### src/shared/ret_pkg.sv
// Functional notes
// - interrupt return pops the return stack and loads its top into the PC
// - interrupt return sets the high or low priority global interrupt enable
// - fast select 1 restores accumulator, flags, bank select from their shadows, except on literal return
// - fast select 0 leaves accumulator, flags and bank select untouched, except that literal return loads the accumulator
// - returns never modify the upper and high PC latch registers
// - literal return loads the accumulator with literal, PC from popped top
`default_nettype none
package ret_pkg;
    localparam int PC_WIDTH = 21;
    localparam int DATA_W = 8;
    localparam int ADR_W = 8;
    // word-aligned byte offsets of the register file
    localparam logic [7:0] OFF_ACC = 8'h00;
    localparam logic [7:0] OFF_FLAGS = 8'h04;
    localparam logic [7:0] OFF_BANK = 8'h08;
    localparam logic [7:0] OFF_ACC_SH = 8'h0C;
    localparam logic [7:0] OFF_FLAGS_SH = 8'h10;
    localparam logic [7:0] OFF_BANK_SH = 8'h14;
    localparam logic [7:0] OFF_IRQ = 8'h18;
    localparam logic [7:0] OFF_PC = 8'h1C;
    localparam logic [7:0] OFF_LATCH = 8'h20;
    localparam logic [7:0] OFF_STATUS = 8'h24;
    // interrupt control field positions
    localparam int IRQ_HIGH_BIT = 0;
    localparam int IRQ_LOW_BIT = 1;
    localparam int IRQ_PRIO_BIT = 2;
    // latch register field positions: high latch [7:0], upper latch [12:8]
    localparam int LATCH_HIGH_LSB = 0;
    localparam int LATCH_UPPER_LSB = 8;
    localparam int LATCH_UPPER_W = 5;
    // reset values
    localparam logic [7:0] RST_BYTE = 8'h00;
    localparam logic [2:0] RST_IRQ = 3'h0;
    localparam logic [31:0] RST_WORD = 32'h0000_0000;

    typedef enum logic [1:0] {
        OP_IRQ_RETURN = 2'h0,  // irq_return_op
        OP_SUB_RETURN = 2'h1,
        OP_LITERAL_RETURN = 2'h2  // literal_return_op
    } ret_op_t;

    typedef enum logic [1:0] {
        ST_IDLE = 2'h1,
        ST_NOP = 2'h2
    } ret_state_t;

    // one return instruction as handed over by the decoder
    typedef struct packed {
        ret_op_t op;
        logic fast_sel;
        logic [DATA_W-1:0] literal;
    } ret_instr_t;
endpackage : ret_pkg
`default_nettype wire

### src/design/return_path_exec.sv
// Added by the designer: the register offsets and the Wishbone slave port.
`timescale 1ns/1ns
`default_nettype none
module return_path_exec #(
    parameter int PC_W = ret_pkg::PC_WIDTH
) (
    input wire logic CLK_IN,
    input wire logic SYS_RST_IN,
    input wire logic WB_CYC_IN,
    input wire logic WB_STB_IN,
    input wire logic WB_WE_IN,
    input wire logic [ret_pkg::ADR_W-1:0] WB_ADR_IN,
    input wire logic [3:0] WB_SEL_IN,
    input wire logic [31:0] WB_DAT_IN,
    output logic [31:0] WB_DAT_OUT,
    output logic WB_ACK_OUT,
    input wire logic EXEC_VALID_IN,
    input wire ret_pkg::ret_instr_t EXEC_IN,
    input wire logic [PC_W-1:0] STACK_TOP_IN,
    output logic EXEC_READY_OUT,
    output logic STACK_POP_OUT,
    output logic PC_LOAD_OUT,
    output logic [PC_W-1:0] PC_OUT,
    output logic FETCH_NOP_OUT
);
    import ret_pkg::*;

    // the register map only has room for a 32-bit program counter
    generate
        if (PC_W < 1 || PC_W > 32) begin : g_bad_pc
            $error("PC_W must be between 1 and 32");
        end
    endgenerate

    // byte-lane merge, shared by accumulator, flags, bank select and the latch register
    function automatic logic [31:0] lane_merge(input logic [31:0] old_v, input logic [31:0] new_v,
                                               input logic [3:0] sel);
        logic [31:0] r;
        r = old_v;
        for (int i = 0; i < 4; i++) begin
            if (sel[i]) begin
                r[i*8 +: 8] = new_v[i*8 +: 8];
            end
        end
        return r;
    endfunction : lane_merge

    ret_state_t state_ff, nxt_state;
    logic [DATA_W-1:0] acc_ff, flags_ff, bank_ff, acc_sh_ff, flags_sh_ff, bank_sh_ff;
    logic [DATA_W-1:0] nxt_acc, nxt_flags, nxt_bank, nxt_acc_sh, nxt_flags_sh, nxt_bank_sh;
    logic [2:0] irq_ff, nxt_irq;
    logic [12:0] latch_ff, nxt_latch;
    logic [PC_W-1:0] pc_ff;
    logic pop_ff, nop_ff, ack_ff;
    logic [31:0] rd_ff, rd_mux;

    // bus decode; a write lands at the edge where the master sees ack
    wire bus_req = WB_CYC_IN & WB_STB_IN;
    wire sw_wr = bus_req & WB_WE_IN & ack_ff;
    wire wr_acc = sw_wr & (WB_ADR_IN == OFF_ACC);
    wire wr_flags = sw_wr & (WB_ADR_IN == OFF_FLAGS);
    wire wr_bank = sw_wr & (WB_ADR_IN == OFF_BANK);
    wire wr_acc_sh = sw_wr & (WB_ADR_IN == OFF_ACC_SH);
    wire wr_flags_sh = sw_wr & (WB_ADR_IN == OFF_FLAGS_SH);
    wire wr_bank_sh = sw_wr & (WB_ADR_IN == OFF_BANK_SH);
    wire wr_irq = sw_wr & (WB_ADR_IN == OFF_IRQ);
    wire wr_latch = sw_wr & (WB_ADR_IN == OFF_LATCH);

    // instruction take and its flavours
    wire idle = (state_ff == ST_IDLE);
    wire take = EXEC_VALID_IN & idle;
    wire is_irq = take & (EXEC_IN.op == OP_IRQ_RETURN);
    wire is_lit = take & (EXEC_IN.op == OP_LITERAL_RETURN);
    wire fast = take & EXEC_IN.fast_sel & (EXEC_IN.op != OP_LITERAL_RETURN);
    wire [DATA_W-1:0] wb_byte = WB_DAT_IN[DATA_W-1:0];

    // merged write words; a call result cannot be part-selected, so cut them here
    wire [31:0] acc_wr_word = lane_merge({24'h0, acc_ff}, WB_DAT_IN, WB_SEL_IN);
    wire [31:0] flags_wr_word = lane_merge({24'h0, flags_ff}, WB_DAT_IN, WB_SEL_IN);
    wire [31:0] bank_wr_word = lane_merge({24'h0, bank_ff}, WB_DAT_IN, WB_SEL_IN);
    wire [31:0] latch_wr_word = lane_merge({19'h0, latch_ff}, WB_DAT_IN, WB_SEL_IN);

    // hardware wins over a software write in the same edge
    assign nxt_acc = is_lit ? EXEC_IN.literal :
                     fast ? acc_sh_ff :
                     wr_acc ? acc_wr_word[DATA_W-1:0] :
                     acc_ff;
    assign nxt_flags = fast ? flags_sh_ff :
                       wr_flags ? flags_wr_word[DATA_W-1:0] :
                       flags_ff;
    assign nxt_bank = fast ? bank_sh_ff :
                      wr_bank ? bank_wr_word[DATA_W-1:0] :
                      bank_ff;
    assign nxt_acc_sh = (wr_acc_sh & WB_SEL_IN[0]) ? wb_byte : acc_sh_ff;
    assign nxt_flags_sh = (wr_flags_sh & WB_SEL_IN[0]) ? wb_byte : flags_sh_ff;
    assign nxt_bank_sh = (wr_bank_sh & WB_SEL_IN[0]) ? wb_byte : bank_sh_ff;

    // without priority mode the high bit is the single global enable;
    // with it, the high level is reopened first, else the low one
    wire [2:0] irq_sw = (wr_irq & WB_SEL_IN[0]) ? WB_DAT_IN[2:0] : irq_ff;
    wire set_low = irq_ff[IRQ_PRIO_BIT] & irq_ff[IRQ_HIGH_BIT];
    assign nxt_irq = !is_irq ? irq_sw :
                     set_low ? (irq_sw | (3'h1 << IRQ_LOW_BIT)) :
                     (irq_sw | (3'h1 << IRQ_HIGH_BIT));

    // latches follow software only, never a return
    assign nxt_latch = wr_latch ? latch_wr_word[12:0] : latch_ff;

    // second cycle of every return is a plain no-operation
    assign nxt_state = take ? ST_NOP : ST_IDLE;

    // read mux; unmapped offsets read as zero
    assign rd_mux = (WB_ADR_IN == OFF_ACC) ? {24'h0, acc_ff} :
                    (WB_ADR_IN == OFF_FLAGS) ? {24'h0, flags_ff} :
                    (WB_ADR_IN == OFF_BANK) ? {24'h0, bank_ff} :
                    (WB_ADR_IN == OFF_ACC_SH) ? {24'h0, acc_sh_ff} :
                    (WB_ADR_IN == OFF_FLAGS_SH) ? {24'h0, flags_sh_ff} :
                    (WB_ADR_IN == OFF_BANK_SH) ? {24'h0, bank_sh_ff} :
                    (WB_ADR_IN == OFF_IRQ) ? {29'h0, irq_ff} :
                    (WB_ADR_IN == OFF_PC) ? 32'(pc_ff) :
                    (WB_ADR_IN == OFF_LATCH) ? {19'h0, latch_ff} :
                    (WB_ADR_IN == OFF_STATUS) ? {30'h0, nop_ff, idle} :
                    RST_WORD;

    // architectural registers
    always_ff @(posedge CLK_IN) begin
        if (SYS_RST_IN) begin
            acc_ff <= RST_BYTE;
            flags_ff <= RST_BYTE;
            bank_ff <= RST_BYTE;
            acc_sh_ff <= RST_BYTE;
            flags_sh_ff <= RST_BYTE;
            bank_sh_ff <= RST_BYTE;
            irq_ff <= RST_IRQ;
            latch_ff <= RST_WORD[12:0];
        end else begin
            acc_ff <= nxt_acc;
            flags_ff <= nxt_flags;
            bank_ff <= nxt_bank;
            acc_sh_ff <= nxt_acc_sh;
            flags_sh_ff <= nxt_flags_sh;
            bank_sh_ff <= nxt_bank_sh;
            irq_ff <= nxt_irq;
            latch_ff <= nxt_latch;
        end
    end

    // sequencing: pop and PC load are one-cycle pulses in the nop cycle
    always_ff @(posedge CLK_IN) begin
        if (SYS_RST_IN) begin
            state_ff <= ST_IDLE;
            pc_ff <= '0;
            pop_ff <= 1'b0;
            nop_ff <= 1'b0;
        end else begin
            state_ff <= nxt_state;
            pop_ff <= take;
            nop_ff <= take;
            if (take) begin
                pc_ff <= STACK_TOP_IN;
            end
        end
    end

    // bus slave: ack one cycle after the request, then drop for a cycle
    always_ff @(posedge CLK_IN) begin
        if (SYS_RST_IN) begin
            ack_ff <= 1'b0;
            rd_ff <= RST_WORD;
        end else begin
            ack_ff <= bus_req & ~ack_ff;
            if (bus_req & ~ack_ff) begin
                rd_ff <= rd_mux;
            end
        end
    end

    assign WB_ACK_OUT = ack_ff;
    assign WB_DAT_OUT = rd_ff;
    assign EXEC_READY_OUT = idle;
    assign STACK_POP_OUT = pop_ff;
    assign PC_LOAD_OUT = pop_ff;
    assign PC_OUT = pc_ff;
    assign FETCH_NOP_OUT = nop_ff;
endmodule : return_path_exec
`default_nettype wire

### config.mk
export PLATFORM = sky130hd
export DESIGN_NAME = return_path_exec
export DESIGN_NICKNAME = d
export VERILOG_FILES = /design/src/shared/ret_pkg.sv /design/src/design/return_path_exec.sv
export SDC_FILE = /design/constraint.sdc
export NUM_CORES = 1
export LEC_CHECK = 0
export BUFFER_PORTS_ARGS = -buffer_cell sky130_fd_sc_hd__buf_2
export CAP_MARGIN = 20
export CORE_MARGIN = 4
export CORE_UTILIZATION = 48
export DETAILED_ROUTE_END_ITERATION = 10
export MAX_ROUTING_LAYER = met4
export PLACE_DENSITY = 0.74
export SLEW_MARGIN = 10
export SYNTH_ARGS = -nofsm -noshare
export SYNTH_HDL_FRONTEND = slang
export SYNTH_SLANG_ARGS = --single-unit
### constraint.sdc
create_clock -name CLK_IN -period 4.9 [get_ports CLK_IN]
set_input_delay 0.98 -clock CLK_IN [delete_from_list [all_inputs] [get_ports CLK_IN]]
set_output_delay 0.98 -clock CLK_IN [all_outputs]
set_load 0.01 [all_outputs]
==> flow_metrics.py <==
metrics = {
    "run_status": {
        "outcome": "completed",
    },
    "routing": {
        "vias": 4909,
        "wl_mm": 15.2,
        "drtAntennaViolNets": 0,
        "drt_iter0_markers": 479,
        "drc_errors": 0,
        "dr.pass1.iters": 5,
        "wl_per_cell_um": 18.3,
        "vias_per_cell": 5.91,
    },
    "power": {
        "p_leak_nw": 2.37,
        "pwr-share-clk_pct": 33.9,
        "cellInternalPower_w": 0.00127,
        "seq_power_share_pct": 53.6,
        "design_power_total_w": 0.00174,
        "p_switching_w": 0.000468,
        "powerDensity_nw_per_um2": 295,
        "p_sw_share_pct": 26.8,
        "vdd_drop_max_uv": 152,
        "comb_power_share_pct": 12.5,
    },
    "placed_design": {
        "port_buffers": 107,
        "dpl_cell_area_um2": 5690,
        "place.gp.congestion": 0.887,
        "dp_hpwl_mm": 10.8,
    },
    "global_route": {
        "grt_usage_pct": 24.9,
        "overflow": 0,
        "grt_pass1_wl_mm": 24.7,
        "grt_start_max_net_pins": 104,
        "grt_pass1_vias": 4735,
        "antenna_found_initial": 0,
    },
    "logic_synthesis": {
        "yosysUniqueCellTypes": 61,
        "ys_ff_latch": 109,
        "synth_area_um2": 5170,
        "ys_seq_area_share_pct": 42.2,
        "syn_area_per_cell_um2": 8.43,
        "netlist_instances": 613,
        "synth_edf_count": 0,
        "ys_warn_count": 0,
        "synthFlopType": "dfxtp_1",
        "async_flop_share_pct": 0,
    },
    "floorplan": {
        "num_rows": 37,
        "die_w_um": 112,
        "io_pins": 140,
        "start_util_pct": 49.6,
        "dieArea_um2": 12500,
        "core_area_um2": 10400,
        "fp.dieH_um": 112,
    },
    "setup_path": {
        "cp-endpoint": "latch_ff[11]",
        "crit-reg2reg-launch": "WB_ACK_OUT",
        "critPathLaunch": "WB_ADR_IN[2]",
        "critPathArrivalTime_ns": 3.39,
        "reg2reg_to": "acc_sh_ff[4]",
        "critPathCaptureType": "register",
        "setup.worst_path.class": "in -> reg",
        "r2r_slack_ns": 2.70,
        "rr_worst_depth": 5,
        "critPathMaxFanout": 33,
        "worstPathRequired_ns": 5.13,
        "start_kind": "input port",
    },
    "timing": {
        "worstMarginPinSlew_ns": 1.13,
        "grt_setup_unrepaired": "no",
        "setup_violations": 0,
        "final_hold_viol_count": 0,
        "finalCritPeriodShare_pct": 64.4,
        "max_freq_mhz": 317,
        "relSlewSlack_pct": 24.9,
        "setup-tns-final_ns": 0,
        "finClkSkew_ns": 0.0151,
        "layout_min_cycle_time_ns": 3.16,
        "drv_slew": 0,
    },
    "cells_and_area": {
        "fin_util_pct": 56.7,
        "final_cell_mix": "dfxtp_1 (109), buf_2 (106), nand2_1 (86), nor2_1 (65), a21oi_1 (52)",
        "syn2layout_area_growth_pct": 14.3,
        "fin_nets": 771,
        "final_common_cell": "dfxtp_1",
        "nFillCells": 979,
        "diodes": 0,
        "fin_area_um2": 5900,
        "drive_above_1_share_pct": 21.8,
    },
    "clock_tree": {
        "cts_hold_buf": 0,
        "cts_resized": 0,
        "path_clk_slew_ns": 0.10,
        "post-cts-setup-buffer-count": 0,
        "clock_path_buffers": 2,
        "insertion_delay_ns": 0.38,
        "cts_tree": "yes",
        "cts_buffers": 9,
        "htree_levels": 3,
        "numClockSinks": 109,
        "cts-root-buf": "clkbuf_8",
    },
    "min_path": {
        "min_path_type": "reg -> reg",
    },
    "flow_run": {
        "drv_cap": 0,
    },
}
logic make-up (layout without fill, tap and decap cells):
logic type | count (synthesis) | after routing | synth area share (%)
buffers and inverters | 67 | 138 | 6.25
muxes | 42 | 42 | 8.16
other | 1 | 11 | 0.0726
AOI/OAI and AO/OA | 170 | 170 | 22.9
xor gates and xnor gates | 1 | 1 | 0.170
DFF | 109 | 109 | 42.2
and+or+nand+nor | 223 | 223 | 20.2
worst max-delay path, cell delays in order:
cell and delay [ns]:
buf_2 0.31, nor2_1 0.73, and3_1 0.66, nand3_1 0.39, mux2i_1 0.24, nor2_1 0.05
how the worst min path moves through the flow:
stage | start | to | slack, ns | cells after the start
3_3_place_gp | acc_ff[2] | acc_ff[2] | 0.44 | 1
3_5_place_dp | acc_ff[2] | acc_ff[2] | 0.44 | 1
4_1_cts | latch_ff[7] | latch_ff[7] | 0.46 | 2
2_1_floorplan | acc_ff[2] | acc_ff[2] | 0.42 | 1
5_1_grt | latch_ff[3] | latch_ff[3] | 0.49 | 2
6_report | latch_ff[7] | latch_ff[7] | 0.46 | 2
stage by stage:
step | std cells | hold WS [ns] | setup slack (ns)
finish | 830 | 0.456 | 1.74
global route | 830 | 0.489 | 1.58
CTS | 830 | 0.457 | 1.82
detailed placement | 814 | 0.442 | 1.42
global placement | 814 | 0.438 | 1.47
floorplan | 623 | 0.424 | 2.22
state kept, by name, summed over array words and instances, names as in the netlist:
name / count
state_ff: 2
WB_DAT_OUT: 21
flags_sh_ff: 8
acc_ff: 8
flags_ff: 8
bank_ff: 8
WB_ACK_OUT: 1
latch_ff: 13
PC_OUT: 21
irq_ff: 3
acc_sh_ff: 8
bank_sh_ff: 8
Yosys cell counts (2+ instances only):
cell type,instances,area share [%]
dfxtp_1,109,42
nand2_1,86,6.2
nor2_1,65,4.7
a21oi_1,52,5.0
mux2i_1,41,7.9
clkbuf_1,39,2.8
nand3_1,19,1.8
o22ai_1,17,2.1
buf_4,14,2.0
a22oi_1,11,1.6
a211oi_1,10,1.5
a32oi_1,10,1.7
o21ai_0,10,0.97
nand2b_1,8,0.97
o22a_1,8,1.4
o2bb2ai_1,8,1.4
nor3_1,7,0.68
inv_1,6,0.44
nor2b_1,6,0.73
a211oi_2,5,1.2
a2bb2oi_1,5,0.85
a311oi_1,5,0.85
a31oi_1,5,0.61
or2_2,5,0.61
and3_1,4,0.48
nor4_1,4,0.48
o211ai_1,4,0.58
a221o_1,3,0.58
buf_1,3,0.22
buf_2,3,0.29
o31ai_1,3,0.44
or3_1,3,0.36
a2111oi_0,2,0.34
a211o_1,2,0.34
a21o_1,2,0.29
and2_1,2,0.24
buf_6,2,0.44
o32ai_1,2,0.34
power by group through the flow:
stage	clock [W]	sequential, W	combinational [W]
after floorplan	0	0.000956	0.000135
after global placement	0	0.000953	0.000210
after detailed placement	0	0.000954	0.000215
after CTS	0.000600	0.000934	0.000216
after global routing	0.000633	0.000939	0.000237
final	0.000590	0.000934	0.000218
layout make-up:
cell class                      instances  area [µm²]  share of cell area [%]
Multi-Input combinational cell        447        2710                    45.8
Sequential cell                       109        2180                    37.0
Timing Repair Buffer                  116         606                    10.3
Tap cell                              136         170                    2.88
Clock buffer                           12         165                    2.80
Clock inverter                          4        52.6                   0.890
Inverter                                6        22.5                   0.381
per-layer routing:
metal  global-route usage (%)  part of all wire, %  up-vias
met3                     4.35                  8.2       37
met5                        -                    0        -
met1                     32.8                   42     2294
li1                         -                    -     2334
met4                     8.19                  2.2        0
met2                     38.9                   47      244
No activity file was read; power rests on OpenSTA's default activity.
